## config.mk

```make
export PLATFORM = sky130hd
export DESIGN_NAME = hscr_regs
export DESIGN_NICKNAME = d
export VERILOG_FILES = /design/src/rtl/hscr_pkg.sv /design/src/rtl/hscr_regs.sv
export SDC_FILE = /design/constraint.sdc
export NUM_CORES = 1
export LEC_CHECK = 0
export ABC_AREA = 0
export BUFFER_PORTS_ARGS = -buffer_cell sky130_fd_sc_hd__buf_4
export CAP_MARGIN = 15
export CORE_UTILIZATION = 45
export CTS_CLUSTER_DIAMETER = 150
export DETAILED_ROUTE_END_ITERATION = 7
export HOLD_SLACK_MARGIN = 0.08
export PLACE_DENSITY = 0.94
export SETUP_SLACK_MARGIN = 0.2
export SYNTH_ARGS = -nofsm -noshare
export SYNTH_HDL_FRONTEND = slang
export SYNTH_SLANG_ARGS = --single-unit
```

## constraint.sdc

```tcl
create_clock -name clk_sys_in -period 2.3 [get_ports clk_sys_in]
set_clock_uncertainty 0.05 [all_clocks]
set_input_delay 0.345 -clock clk_sys_in [delete_from_list [all_inputs] [get_ports clk_sys_in]]
set_output_delay 0.345 -clock clk_sys_in [all_outputs]
set_load 0.02 [all_outputs]
```

## src/rtl/hscr_pkg.sv

```systemverilog
package hscr_pkg;
    localparam int ADDR_W = 8;
    localparam int DATA_W = 32;
    localparam logic [ADDR_W-1:0] CAP_PARAMS_OFS = 8'h08;
    localparam logic [ADDR_W-1:0] HOST_CMD_OFS = 8'h0C;
    // Capability field positions
    localparam int ISO_THR_LSB = 4;
    localparam int ISO_THR_W = 4;
    localparam int PLF_BIT = 1;
    localparam int WIDE_BIT = 0;
    // Command field positions
    localparam int RUN_BIT = 0;
    localparam int CRST_BIT = 1;
    localparam int LIST_SIZE_LSB = 2;
    localparam int LIST_SIZE_W = 2;
    localparam int PERIODIC_BIT = 4;
    localparam int ASYNC_BIT = 5;
    localparam int DBELL_BIT = 6;
    localparam int LRST_BIT = 7;
    localparam int INT_THR_LSB = 16;
    localparam int INT_THR_W = 8;
    localparam logic [INT_THR_W-1:0] INT_THR_RESET = 8'h08;
    localparam logic [LIST_SIZE_W-1:0] LIST_SIZE_RESET = 2'h0;
    localparam logic [ISO_THR_W-1:0] ISO_THR_DEFAULT = 4'h1;
    localparam logic [DATA_W-1:0] ZERO_WORD = 32'h0000_0000;

    typedef struct packed {
        logic [INT_THR_W-1:0] interrupt_threshold;
        logic light_controller_reset;
        logic async_advance_doorbell;
        logic async_schedule_enable;
        logic periodic_schedule_enable;
        logic [LIST_SIZE_W-1:0] frame_list_size;
        logic controller_reset;
        logic run_stop;
    } hscr_cmd_s;

    localparam hscr_cmd_s CMD_RESET = '{
        interrupt_threshold: INT_THR_RESET,
        frame_list_size: LIST_SIZE_RESET,
        default: 1'b0
    };
endpackage : hscr_pkg

```

## src/rtl/hscr_regs.sv

```systemverilog
`timescale 1ns/100ps
// Overview of operation
// - The capability register reports a fixed isochronous threshold in bits 7 to 4.
// - With the threshold top bit clear, the low three bits give the hold time in microframes.
// - Without a programmable list, the frame list size field is read-only and reads zero.
// - With a programmable list, software may write a smaller frame list size.
// - Capability bit 0 reports 32-bit (0) or 64-bit (1) data structure pointers.
// - The command register answers at offset 0Ch.
// - A write to the command register makes the controller act on the written fields.
// - The interrupt threshold defaults to eight microframes and caps the interrupt rate.
// - Light reset reads one while in progress and zero when done or not implemented.
module hscr_regs
    import hscr_pkg::*;
#(
    parameter logic [ISO_THR_W-1:0] ISO_THRESHOLD = ISO_THR_DEFAULT,
    parameter bit PROG_LIST = 1'b1,
    parameter bit WIDE_PTR = 1'b0,
    parameter bit LIGHT_RST_IMPL = 1'b1
) (
    input wire logic clk_sys_in, // 40 MHz clock
    input wire logic rst_in, // Async reset, high
    input wire logic ce_in, // Clock enable
    input wire logic [hscr_pkg::ADDR_W-1:0] addr_in, // Byte offset
    input wire logic wr_in, // Write strobe
    input wire logic rd_in, // Read strobe
    input wire logic [hscr_pkg::DATA_W-1:0] wdata_in, // Write data
    input wire logic crst_done_in, // Controller reset finished
    input wire logic lrst_done_in, // Light reset finished
    input wire logic dbell_ack_in, // Doorbell serviced
    output logic [hscr_pkg::DATA_W-1:0] rdata_out, // Read data
    output hscr_pkg::hscr_cmd_s cmd_out, // Command fields
    output logic cmd_wr_out // Command written pulse
);
    import hscr_pkg::*;

    hscr_cmd_s cmd_q;
    hscr_cmd_s cmd_d;
    logic cmd_wr_q;
    logic [DATA_W-1:0] rdata_q;
    logic [DATA_W-1:0] cap_word;
    logic [DATA_W-1:0] cmd_word;
    logic cmd_hit;

    assign cmd_hit = wr_in && (addr_in == HOST_CMD_OFS);

    always_comb begin
        cap_word = ZERO_WORD;
        cap_word[ISO_THR_LSB +: ISO_THR_W] = ISO_THRESHOLD;
        cap_word[PLF_BIT] = PROG_LIST;
        cap_word[WIDE_BIT] = WIDE_PTR;
    end

    always_comb begin
        cmd_word = ZERO_WORD;
        cmd_word[RUN_BIT] = cmd_q.run_stop;
        cmd_word[CRST_BIT] = cmd_q.controller_reset;
        cmd_word[LIST_SIZE_LSB +: LIST_SIZE_W] = cmd_q.frame_list_size;
        cmd_word[PERIODIC_BIT] = cmd_q.periodic_schedule_enable;
        cmd_word[ASYNC_BIT] = cmd_q.async_schedule_enable;
        cmd_word[DBELL_BIT] = cmd_q.async_advance_doorbell;
        cmd_word[LRST_BIT] = cmd_q.light_controller_reset;
        cmd_word[INT_THR_LSB +: INT_THR_W] = cmd_q.interrupt_threshold;
    end

    always_comb begin
        cmd_d = cmd_q;
        // Self-clearing bits drop when the controller reports done
        if (crst_done_in) begin
            cmd_d.controller_reset = 1'b0;
        end
        if (lrst_done_in) begin
            cmd_d.light_controller_reset = 1'b0;
        end
        if (dbell_ack_in) begin
            cmd_d.async_advance_doorbell = 1'b0;
        end
        if (cmd_hit) begin
            cmd_d.run_stop = wdata_in[RUN_BIT];
            cmd_d.periodic_schedule_enable = wdata_in[PERIODIC_BIT];
            cmd_d.async_schedule_enable = wdata_in[ASYNC_BIT];
            cmd_d.interrupt_threshold = wdata_in[INT_THR_LSB +: INT_THR_W];
            // Writing one sets, set wins over a same-cycle done
            cmd_d.controller_reset = cmd_d.controller_reset | wdata_in[CRST_BIT];
            cmd_d.async_advance_doorbell = cmd_d.async_advance_doorbell
                | wdata_in[DBELL_BIT];
            if (LIGHT_RST_IMPL) begin
                cmd_d.light_controller_reset = cmd_d.light_controller_reset
                    | wdata_in[LRST_BIT];
            end
            if (PROG_LIST) begin
                cmd_d.frame_list_size = wdata_in[LIST_SIZE_LSB +: LIST_SIZE_W];
            end
        end
        if (!PROG_LIST) begin
            cmd_d.frame_list_size = LIST_SIZE_RESET;
        end
        if (!LIGHT_RST_IMPL) begin
            cmd_d.light_controller_reset = 1'b0;
        end
    end

    always_ff @(posedge clk_sys_in or posedge rst_in) begin
        if (rst_in) begin
            cmd_q <= CMD_RESET;
        end else if (ce_in) begin
            cmd_q <= cmd_d;
        end
    end

    always_ff @(posedge clk_sys_in or posedge rst_in) begin
        if (rst_in) begin
            cmd_wr_q <= 1'b0;
        end else if (ce_in) begin
            cmd_wr_q <= cmd_hit;
        end
    end

    always_ff @(posedge clk_sys_in or posedge rst_in) begin
        if (rst_in) begin
            rdata_q <= ZERO_WORD;
        end else if (ce_in && rd_in) begin
            case (addr_in)
                CAP_PARAMS_OFS: begin
                    rdata_q <= cap_word;
                end
                HOST_CMD_OFS: begin
                    rdata_q <= cmd_word;
                end
                default: begin
                    rdata_q <= ZERO_WORD;
                end
            endcase
        end
    end

    assign rdata_out = rdata_q;
    assign cmd_out = cmd_q;
    assign cmd_wr_out = cmd_wr_q;

    property p_cap_read;
        @(posedge clk_sys_in) disable iff (rst_in)
        (ce_in && rd_in && addr_in == CAP_PARAMS_OFS) |=>
            rdata_out[7:4] == ISO_THRESHOLD && rdata_out[31:8] == 24'h000000
            && rdata_out[3:2] == 2'h0;
    endproperty
    a_cap_read: assert property (p_cap_read) else $error("capability read wrong");

    property p_iso_low_bits;
        @(posedge clk_sys_in) disable iff (rst_in)
        (ce_in && rd_in && addr_in == CAP_PARAMS_OFS && !ISO_THRESHOLD[3]) |=>
            rdata_out[6:4] == ISO_THRESHOLD[2:0] && !rdata_out[7];
    endproperty
    a_iso_low_bits: assert property (p_iso_low_bits) else $error("threshold bits wrong");

    property p_wide_ptr;
        @(posedge clk_sys_in) disable iff (rst_in)
        (ce_in && rd_in && addr_in == CAP_PARAMS_OFS) |=>
            rdata_out[0] == WIDE_PTR && rdata_out[1] == PROG_LIST;
    endproperty
    a_wide_ptr: assert property (p_wide_ptr) else $error("pointer width bit wrong");

    property p_fls_fixed;
        @(posedge clk_sys_in) disable iff (rst_in)
        !PROG_LIST |-> cmd_out.frame_list_size == 2'h0;
    endproperty
    a_fls_fixed: assert property (p_fls_fixed) else $error("list size not zero");

    property p_fls_write;
        @(posedge clk_sys_in) disable iff (rst_in)
        (ce_in && cmd_hit && PROG_LIST) |=>
            cmd_out.frame_list_size == $past(wdata_in[3:2]);
    endproperty
    a_fls_write: assert property (p_fls_write) else $error("list size not taken");

    property p_cmd_write;
        @(posedge clk_sys_in) disable iff (rst_in)
        (ce_in && cmd_hit) |=> cmd_wr_out && cmd_out.run_stop == $past(wdata_in[0])
            && cmd_out.interrupt_threshold == $past(wdata_in[23:16]);
    endproperty
    a_cmd_write: assert property (p_cmd_write) else $error("command write lost");

    property p_cmd_read;
        @(posedge clk_sys_in) disable iff (rst_in)
        (ce_in && rd_in && addr_in == HOST_CMD_OFS) |=>
            rdata_out[31:24] == 8'h00 && rdata_out[15:8] == 8'h00
            && rdata_out[23:16] == $past(cmd_out.interrupt_threshold);
    endproperty
    a_cmd_read: assert property (p_cmd_read) else $error("command readback wrong");

    property p_reset_value;
        @(posedge clk_sys_in)
        $fell(rst_in) |-> cmd_out == CMD_RESET;
    endproperty
    a_reset_value: assert property (p_reset_value) else $error("reset value wrong");

    property p_light_rst;
        @(posedge clk_sys_in) disable iff (rst_in)
        (ce_in && cmd_out.light_controller_reset && !lrst_done_in) |=>
            cmd_out.light_controller_reset;
    endproperty
    a_light_rst: assert property (p_light_rst) else $error("light reset dropped early");

    property p_light_absent;
        @(posedge clk_sys_in) disable iff (rst_in)
        !LIGHT_RST_IMPL |-> !cmd_out.light_controller_reset;
    endproperty
    a_light_absent: assert property (p_light_absent) else $error("light reset set");

    property p_set_wins;
        @(posedge clk_sys_in) disable iff (rst_in)
        (ce_in && cmd_hit && wdata_in[CRST_BIT] && wdata_in[DBELL_BIT]) |=>
            cmd_out.controller_reset && cmd_out.async_advance_doorbell;
    endproperty
    a_set_wins: assert property (p_set_wins) else $error("self-clearing set lost");

    property p_wr_pulse;
        @(posedge clk_sys_in) disable iff (rst_in)
        (ce_in && !cmd_hit) |=> !cmd_wr_out;
    endproperty
    a_wr_pulse: assert property (p_wr_pulse) else $error("write pulse too long");
endmodule : hscr_regs

```

==> results.md, run 1 <==
* Run status: completed
* Clock H-tree levels at 2
* Critical path, cell by cell: buf_4 > nor4_4 > nand4_1 > o21ai_0
* Total power after layout at 1021 uW
* Max-cap violations at 0
* CP bufs+invs at 1
* Max-slew violation count at 0
* Distinct cell type count of the synthesized netlist at 20
* Flip-flop and latch count after synthesis at 33
* WHS at 196.0 ps
* Max Fanout on Critical Path at 14
* Power Dens Cells at 506.0 mW/mm^2
* Wire length per cell at 12.32 um
* HPWL after detailed placement at 2.289 mm
* Endpoint type of the worst setup path: register
* Fraction of layout cells with a size suffix above 1 at 42.79%
* Ant. Diodes at 0
* Fraction of met2 tracks used by global routing at 33.97%
* Clock latency on the worst-skew pair at 310 ps
* Share of the cycle needed by the critical path after routing at 67.21%
* Pre-antenna DRT Iters at 4
* Number of resized instances in the post-cts repair step at 0
* Top Family by Delay on Critical Path: simple AND/OR/NAND/NOR gates
* Routed Wire Length at 3.105 mm
* Clock slew at the register clock pins of the worst setup and hold paths at 100 ps
* Minimum period implied by the final worst setup slack at 1546 ps
* Die Outline Area at 0.003566 mm^2
* Count of boundary I/O pins at 97
* Portion of synthesized cell area occupied by the leading cell type at 53.42%
* Most numerous cell in the Yosys netlist: sky130_fd_sc_hd__nand2_1
* Num CTS Buffers at 5
* Final core utilization at 65.00%
* Number of filler cells placed in the layout at 254
* XOR/XNOR share of the synthesized area at 0%
* Vias/cell at 4.599
* Sum of negative setup slack at 0 ps
* Leading cell types by total area after synthesis: sky130_fd_sc_hd__dfrtp_1 53%, sky130_fd_sc_hd__nand2_1 9.5%, sky130_fd_sc_hd__buf_4 8.0%
* Library cell with the largest summed area after synthesis: sky130_fd_sc_hd__dfrtp_1
* Final setup violating endpoints at 0
* Critical path required time at 2480 ps
* Post-Synthesis Cell Area at 0.001499 mm^2
* Dpl ws at 424.3 ps
* Root Buffer: sky130_fd_sc_hd__clkbuf_4
* Fraction of met1 tracks used by global routing at 21.54%
* Total count of hold-check failures in the final report at 0
* Most used flip-flop cell after synthesis: sky130_fd_sc_hd__dfrtp_1
* Hold-fix buffer count after cts at 1
* Number of global-route vias before repair at 1,091
* Synthesized-area fraction occupied by and/or/nand/nor cells at 15.53%
* Nets@finish at 255
* Most Used Layer, Global Route: met2
* Die outline width at 59.72 um
* Kind of launch point of the worst setup path: input port
* Largest stage delay on the critical path at 530 ps
* Buffer depth of the longest clock path at 2
* Routability cong. at 0.7422
* Sequential cell area fraction in the yosys report at 55.18%
* Die height at 59.72 um
* Path type of the worst setup path: in2reg
* Antenna violation net count after detailed routing at 0
* DR iter-0 viols at 37
* Mux share of post-synthesis cell area at 11.27%
* Class of the worst hold path: in2reg
* Max Freq at 646.9 MHz
* Starting utilization of the core area at 48.31%
* Mean instance size in the synthesized netlist at 10.78 um^2
* Met3 usage at 4.978%
* Register area at 827.0 um^2
* Dominant combinational cell family by area after synthesis: simple AND/OR/NAND/NOR gates
* DRC errors left at 0
* Slew HR at 48.86%
* Critical-path top delay cell: sky130_fd_sc_hd__nand4_1
* Placeable core region at 0.003103 mm^2
* Worst supply voltage drop on vdd at 0.3826 mV
* Site Rows at 20
* Area growth from synthesis to layout at 34.56%
* Synth cell count leaders: 38 x sky130_fd_sc_hd__nand2_1, 32 x sky130_fd_sc_hd__dfrtp_1, 18 x sky130_fd_sc_hd__o21ai_0
* Arrival time of the worst setup path at 1720 ps
* Number of enable flip-flop cells after synthesis at 0
* Port Buf Inserts at 64
* CTS tree: built
* Static leakage power at 0.001074 uW
* Tightest Pin Transition at 766.6 ps
* Via count at 1,159
* Warnings from Yosys at 0
* All-layer global routing usage at 19.29%
* Clock Sink Count at 33
* Setup repair after global routing missed its margin: false
* Number of setup buffers added after CTS at 0
* Cells after synthesis at 139
* Worst-case register-to-register setup slack at 1400 ps
* Maximum number of pins on one net before global-route repair at 34
* Final worst setup slack at 754.3 ps
* Area used by multi-input combinational logic at 566.8 um^2
* Number of antenna violations at the first check in global routing at 0
* Fraction of synthesis flops using an asynchronous set or reset pin at 100.0%
* Area share of fa/ha/maj cells after synthesis at 0%
* Wire length of the first global-routing pass at 4.878 mm
* Final global-route overflow total at 0
* Compound-cell area share of the yosys netlist at 7.012%
## logic make-up after synthesis
| kind of cell | Yosys count |
|---|---|
| compound gates | 20 |
| buf+inv | 25 |
| flops | 33 |
| mux | 13 |
| other cells | 1 |
| simple gates | 47 |
## report_power, final
group          switching, uW  internal [uW]  leakage [uW]
clock                    185            116     0.0000320
combinational           72.7           54.9      0.000585
sequential              5.02            587      0.000456
total                    263            758       0.00107
## cells in the final DEF, fill, tap and decap left out, types with 2 or more instances in the layout
cell,netlist,final
sky130_fd_sc_hd__buf_4,16,65
sky130_fd_sc_hd__clkbuf_4,0,5
sky130_fd_sc_hd__clkinv_2,0,2
sky130_fd_sc_hd__conb_1,1,16
sky130_fd_sc_hd__dfrtp_1,32,32
sky130_fd_sc_hd__inv_1,5,5
sky130_fd_sc_hd__mux2_2,7,7
sky130_fd_sc_hd__mux2_4,6,6
sky130_fd_sc_hd__nand2_1,38,38
sky130_fd_sc_hd__nor2b_1,2,2
sky130_fd_sc_hd__o21ai_0,18,18
sky130_fd_sc_hd__o31ai_1,2,2
## worst paths after layout
| kind | cells past startpoint | startpoint | end |
|---|---|---|---|
| max in group asynchronous | 4 | rst_in | cmd_out[11] |
| hold reg to reg | 2 | rdata_out[4] | rdata_out[4] |
| hold / removal | 2 | wdata_in[21] | cmd_out[13] |
| setup reg to reg | 2 | cmd_out[11] | rdata_out[19] |
| min in group asynchronous | 4 | rst_in | rdata_out[20] |
| setup / recovery | 4 | addr_in[5] | rdata_out[0] |
## final cells by class
type | count | share of cell area, %
multi-input combinational | 96 | 28.10
timing repair buffer | 66 | 24.69
clock buffer | 6 | 2.047
clock inverter | 2 | 0.4963
tap | 44 | 2.730
inverter | 5 | 0.9305
sequential | 33 | 41.01
## registers in the layout (all words and copies together) (netlist names)
| register | flops |
|---|---|
| cmd_wr_out | 1 |
| rdata_out | 16 |
| cmd_out | 16 |
## through the flow
stage,cells,area (um^2)
after floorplan,154,1555
after detailed placement,243,1956
final,252,2017
after global routing,252,2017
after CTS,252,2017
after global placement,243,1956
## metal layers
layer / vias up / routed length, um
met4: 0 / 80
met3: 9 / 141
met1: 538 / 1174
met2: 48 / 1709
li1: 564 / -
met5: - / 0
## worst reg2reg max path: stages, from the launching register on
cell                      delay [ps]
sky130_fd_sc_hd__dfstp_2         550
sky130_fd_sc_hd__nand2_1          40
sky130_fd_sc_hd__o21ai_0         170
Power figures use the tool's default switching activity.
==> run 2, diff against run 1 <==
- CORE_UTILIZATION: 45 -> 38
- PLACE_DENSITY: 0.94 -> 0.85
- clock period: 2.3 -> 1.3 ns (I/O delays scaled with it)
==> results.md, run 2 (synthesized netlist as in run 1, its figures left out) <==
* Run status: completed
* Buffer depth of the longest clock path at 2
* All-layer global routing usage at 18.95%
* Launch point of the critical path: cmd_out[11]
* Routability cong. at 0.7739
* Nets@finish at 288
* Placeable core region at 0.003716 mm^2
* CP bufs+invs at 1
* Endpoint type of the worst setup path: output port
* Port Buf Inserts at 64
* Kind of launch point of the worst setup path: register
* Ant. Diodes at 0
* Pre-antenna DRT Iters at 4
* Setup repair after global routing missed its margin: true
* Worst-case register-to-register setup slack at 220 ps
* Most frequent cells in the layout: 71 x sky130_fd_sc_hd__buf_4, 38 x sky130_fd_sc_hd__nand2_1, 32 x sky130_fd_sc_hd__dfrtp_1, 23 x sky130_fd_sc_hd__buf_6, 16 x sky130_fd_sc_hd__conb_1
* Number of global-route vias before repair at 1,279
* Critical path, cell by cell: buf_6
* Static leakage power at 0.001331 uW
* Critical path required time at 1050 ps
* Hold Crit Start: wdata_in[19]
* Final core utilization at 67.68%
* Vias/cell at 4.619
* Class of the worst hold path: in2reg
* Top Family by Delay on Critical Path: flip-flops
* Worst supply voltage drop on vdd at 0.8715 mV
* Power Dens Cells at 983.0 mW/mm^2
* Hold path depth at 2
* Reg2Reg Capture Point: cmd_out[13]
* Fraction of layout cells with a size suffix above 1 at 53.94%
* Clock latency on the worst-skew pair at 280 ps
* CTS tree: built
* Minimum period implied by the final worst setup slack at 1206 ps
* Total count of hold-check failures in the final report at 0
* DRC errors left at 0
* Max-cap violations at 0
* Clock H-tree levels at 2
* Root Buffer: sky130_fd_sc_hd__clkbuf_8
* Final setup violating endpoints at 0
* Clock slew at the register clock pins of the worst setup and hold paths at 70 ps
* Die height at 64.81 um
* Max Freq at 829.2 MHz
* Hold Crit Endpoint: cmd_out[11]
* DR iter-0 viols at 47
* Starting utilization of the core area at 40.34%
* Startpoint of the most critical register-to-register path: cmd_out[13]
* Arrival time of the worst setup path at 960 ps
* HPWL after detailed placement at 2.657 mm
* Maximum number of pins on one net before global-route repair at 18
* Final global-route overflow total at 0
* Share of the cycle needed by the critical path after routing at 92.77%
* Wire length of the first global-routing pass at 5.871 mm
* Path type of the worst setup path: reg2out
* Cells on worst reg2reg path at 3
* Routed Wire Length at 4.024 mm
* Commonest non-fill, non-tap cell in the layout: sky130_fd_sc_hd__buf_4
* Largest stage delay on the critical path at 560 ps
* Clock Sink Count at 33
* Antenna violation net count after detailed routing at 0
* Die Outline Area at 0.004200 mm^2
* Count of boundary I/O pins at 97
* Critical-path top delay cell: sky130_fd_sc_hd__dfstp_2
* Site Rows at 22
* Max Fanout on Critical Path at 3
* Wire length per cell at 13.92 um
* Via count at 1,335
* Die outline width at 64.81 um
* Max-slew violation count at 0
* WHS at 88.94 ps
* Num CTS Buffers at 5
* Area growth from synthesis to layout at 67.78%
* Number of antenna violations at the first check in global routing at 0
## run 2: power breakdown
| group | internal, uW | switching, uW | total (uW) |
|---|---|---|---|
| clock network | 761 | 384 | 1140 |
| registers | 1040 | 9.71 | 1050 |
| logic | 135 | 143 | 279 |
## run 2: cell type report
type | count | area (um^2)
Clock inverter | 3 | 65.06
Fill cell | 277 | 1201
Multi-Input combinational cell | 96 | 593.1
Clock buffer | 5 | 68.82
Tap cell | 48 | 60.06
Inverter | 5 | 18.77
Sequential cell | 33 | 827.0
Timing Repair Buffer | 99 | 882.1
## run 2: layer usage
metal  vias up  GRT usage [%]  routed length [um]
li1        625              -                   -
met1       649          21.67                1527
met2        55          32.81                2211
met3         6          5.810                 236
met4         0          7.222                  48
met5         -              0                   0
## run 2: how the worst max path moves through the flow
| stage | slack (ps) | to | cells after the start |
|---|---|---|---|
| after floorplan | -70 | cmd_out[12] | 4 |
| after global placement | -190 | cmd_out[12] | 5 |
| after detailed placement | -220 | cmd_out[12] | 5 |
| after CTS | 80 | cmd_out[12] | 5 |
| after global routing | 70 | cmd_out[11] | 1 |
| final | 90 | cmd_out[11] | 1 |
## run 2: through the flow
stage | power [uW] | setup TNS, ps | area [um^2] | worst slack, ps | std cells
finish | 2472 | 0 | 2515 | 93.97 | 289
global route | 2557 | 0 | 2515 | 69.72 | 289
CTS | 2462 | 0 | 2261 | 80.24 | 273
detailed placement | 1316 | -3601 | 2061 | -224.3 | 257
global placement | 1310 | -2686 | 2061 | -194.3 | 257
floorplan | 1214 | -385.4 | 1565 | -71.18 | 154
## run 2: repair_timing
| action | CTS | global route |
|---|---|---|
| endpoints found under the setup margin | 22 | 49 |
| gates resized for setup | 1 | 32 |
| gates cloned | 0 | 1 |
| endpoints found under the hold margin | 6 | 0 |
| hold buffers | 1 | 0 |
| setup buffers | 7 | 15 |
| pin swaps | 0 | 1 |
==> run 3, diff against run 2 <==
- clock period: 1.3 -> 1.1 ns (I/O delays scaled with it)
==> results.md, run 3 (synthesized netlist as in run 1, its figures left out) <==
* Run status: finished with violations
* Violated checks: setup timing
* All-layer global routing usage at 21.07%
* Dpl ws at -342.2 ps
* Topmost layer with routed signal wires: met4
* Kind of launch point of the worst setup path: register
* Placed instance count at 255
* Total power after layout at 2767 uW
* Fraction of layout cells with a size suffix above 1 at 60.08%
* Die Outline Area at 0.004200 mm^2
* DRC errors left at 0
* Minimum period implied by the final worst setup slack at 1152 ps
* Routability cong. at 0.7121
* Critical path required time at 880 ps
* Reg2Reg Capture Point: rdata_out[19]
* Final global-route overflow total at 0
* Max Freq at 867.8 MHz
* Static leakage power at 0.001400 uW
* Clock Sink Count at 33
* Max-cap violations at 0
* Hold-fix buffer count after cts at 1
* Total routed wire length on the met1 layer at 1.734 mm
* Buffer depth of the longest clock path at 2
* Cells on worst reg2reg path at 3
* Critical path, cell by cell: buf_6
* DR iter-0 viols at 38
* Area used by multi-input combinational logic at 661.9 um^2
* Number of filler cells placed in the layout at 250
* HPWL after detailed placement at 2.504 mm
* Number of antenna violations at the first check in global routing at 0
* Setup repair after global routing missed its margin: true
* Commonest non-fill, non-tap cell in the layout: sky130_fd_sc_hd__buf_4
* Starting utilization of the core area at 40.34%
* Final setup violating endpoints at 1
* Ant. Diodes at 0
* Area growth from synthesis to layout at 77.88%
* Register area at 827.0 um^2
* Count of boundary I/O pins at 97
* Max Fanout on Critical Path at 2
* Critical-path top delay cell: sky130_fd_sc_hd__dfstp_2
* Site Rows at 22
* Final worst setup slack at -52.33 ps
* Num CTS Buffers at 5
* Post-route non-filler standard cell count at 296
* Path type of the worst setup path: reg2out
* Antenna violation net count after detailed routing at 0
* Crit path depth at 1
* Startpoint of the most critical register-to-register path: cmd_out[11]
* Share of the cycle needed by the critical path after routing at 104.8%
* Met3 Routed Length at 178 um
* Via count at 1,398
* Max-slew violation count at 0
* Total count of hold-check failures in the final report at 0
* Power Dens Cells at 1038 mW/mm^2
* Maximum number of pins on one net before global-route repair at 21
* Worst-case register-to-register setup slack at 120 ps
* Number of global-route vias before repair at 1,417
* CTS tree: built
* Worst supply voltage drop on vdd at 0.9790 mV
* Routed Wire Length at 4.348 mm
* Clock latency on the worst-skew pair at 280 ps
* Launch point of the critical path: cmd_out[11]
* Clock slew at the register clock pins of the worst setup and hold paths at 60 ps
* Class of the worst hold path: in2reg
* Die outline width at 64.81 um
* Placeable core region at 0.003716 mm^2
* Root Buffer: sky130_fd_sc_hd__clkbuf_8
* Pre-antenna DRT Iters at 4
* CP bufs+invs at 1
* Largest stage delay on the critical path at 550 ps
* Top Family by Delay on Critical Path: flip-flops
* Arrival time of the worst setup path at 940 ps
* Wire length on met2 at 2.356 mm
* Most frequent cells in the layout: 64 x sky130_fd_sc_hd__buf_4, 38 x sky130_fd_sc_hd__buf_6, 37 x sky130_fd_sc_hd__nand2_1, 32 x sky130_fd_sc_hd__dfrtp_1, 16 x sky130_fd_sc_hd__conb_1
* Endpoint type of the worst setup path: output port
* Wire length of the first global-routing pass at 6.617 mm
* Port Buf Inserts at 64
* Die height at 64.81 um
* Nets@finish at 295
* Vias/cell at 4.723
* Wire length per cell at 14.69 um
* Clock H-tree levels at 2
* Critical path destination: cmd_out[11]
-- run 3: changes by cell type in the layout (fill, tap and decap cells not counted), sizes merged --
cell / change
buf: +8
clkbuf: +1
clkinvlp: +1
clkinv: -1
bufinv: -1
inv: -1
-- run 3: worst register-to-register path, cell delays in order (launching register included) --
cell and delay [ps]:
sky130_fd_sc_hd__dfstp_2 550, sky130_fd_sc_hd__buf_4 130, sky130_fd_sc_hd__nand2_1 70, sky130_fd_sc_hd__o21ai_2 130
-- run 3: worst min path at each step --
stage          cells after the start         from  slack (ps)            to
4_1_cts                            2  wdata_in[2]          50    cmd_out[2]
2_1_floorplan                      1       rst_in          50    cmd_out[0]
5_1_grt                            2  wdata_in[2]          50    cmd_out[2]
6_report                           2  wdata_in[2]          60    cmd_out[2]
3_5_place_dp                       2       rst_in         110  rdata_out[3]
3_3_place_gp                       2       rst_in         110  rdata_out[3]
-- run 3: final cells by class --
class | instances | area share, %
timing repair buffer | 106 | 36.70
sequential | 33 | 31.02
multi-input combinational | 96 | 24.82
clock buffer | 7 | 3.238
tap | 48 | 2.252
clock inverter | 1 | 1.126
inverter | 5 | 0.8447
-- run 3: repair_timing --
| item | CTS | global route |
|---|---|---|
| pin swaps | 1 | 3 |
| endpoints found under the setup margin | 64 | 86 |
| hold endpoints to repair | 34 | 12 |
| cloned | 0 | 0 |
| buffers inserted | 21 | 11 |
| gates resized for setup | 44 | 19 |
-- run 3: report_power, final --
| group | switching [uW] | total, uW | internal (uW) |
|---|---|---|---|
| registers | 11.7 | 1240 | 1230 |
| logic | 184 | 364 | 179 |
| clock network | 425 | 1160 | 738 |
-- run 3: through the flow --
| step | hold WS, ps | cell area [um^2] | util (%) | TNS, ps |
|---|---|---|---|---|
| after detailed placement | 112.2 | 2049 | 55.15 | -6980 |
| after global routing | 48.44 | 2666 | 71.75 | -356.7 |
| after floorplan | 49.24 | 1569 | - | -2682 |
| after global placement | 105.8 | 2049 | 55.15 | -6031 |
| after CTS | 54.85 | 2497 | 67.21 | -152.5 |
| final | 63.85 | 2666 | 71.75 | -52.33 |
-- run 3: routing by layer --
metal | vias to the layer above | GRT usage, %
met5 | - | 0
met4 | 0 | 9.167
met3 | 10 | 4.401
met2 | 51 | 36.33
met1 | 699 | 25.11
li1 | 638 | -
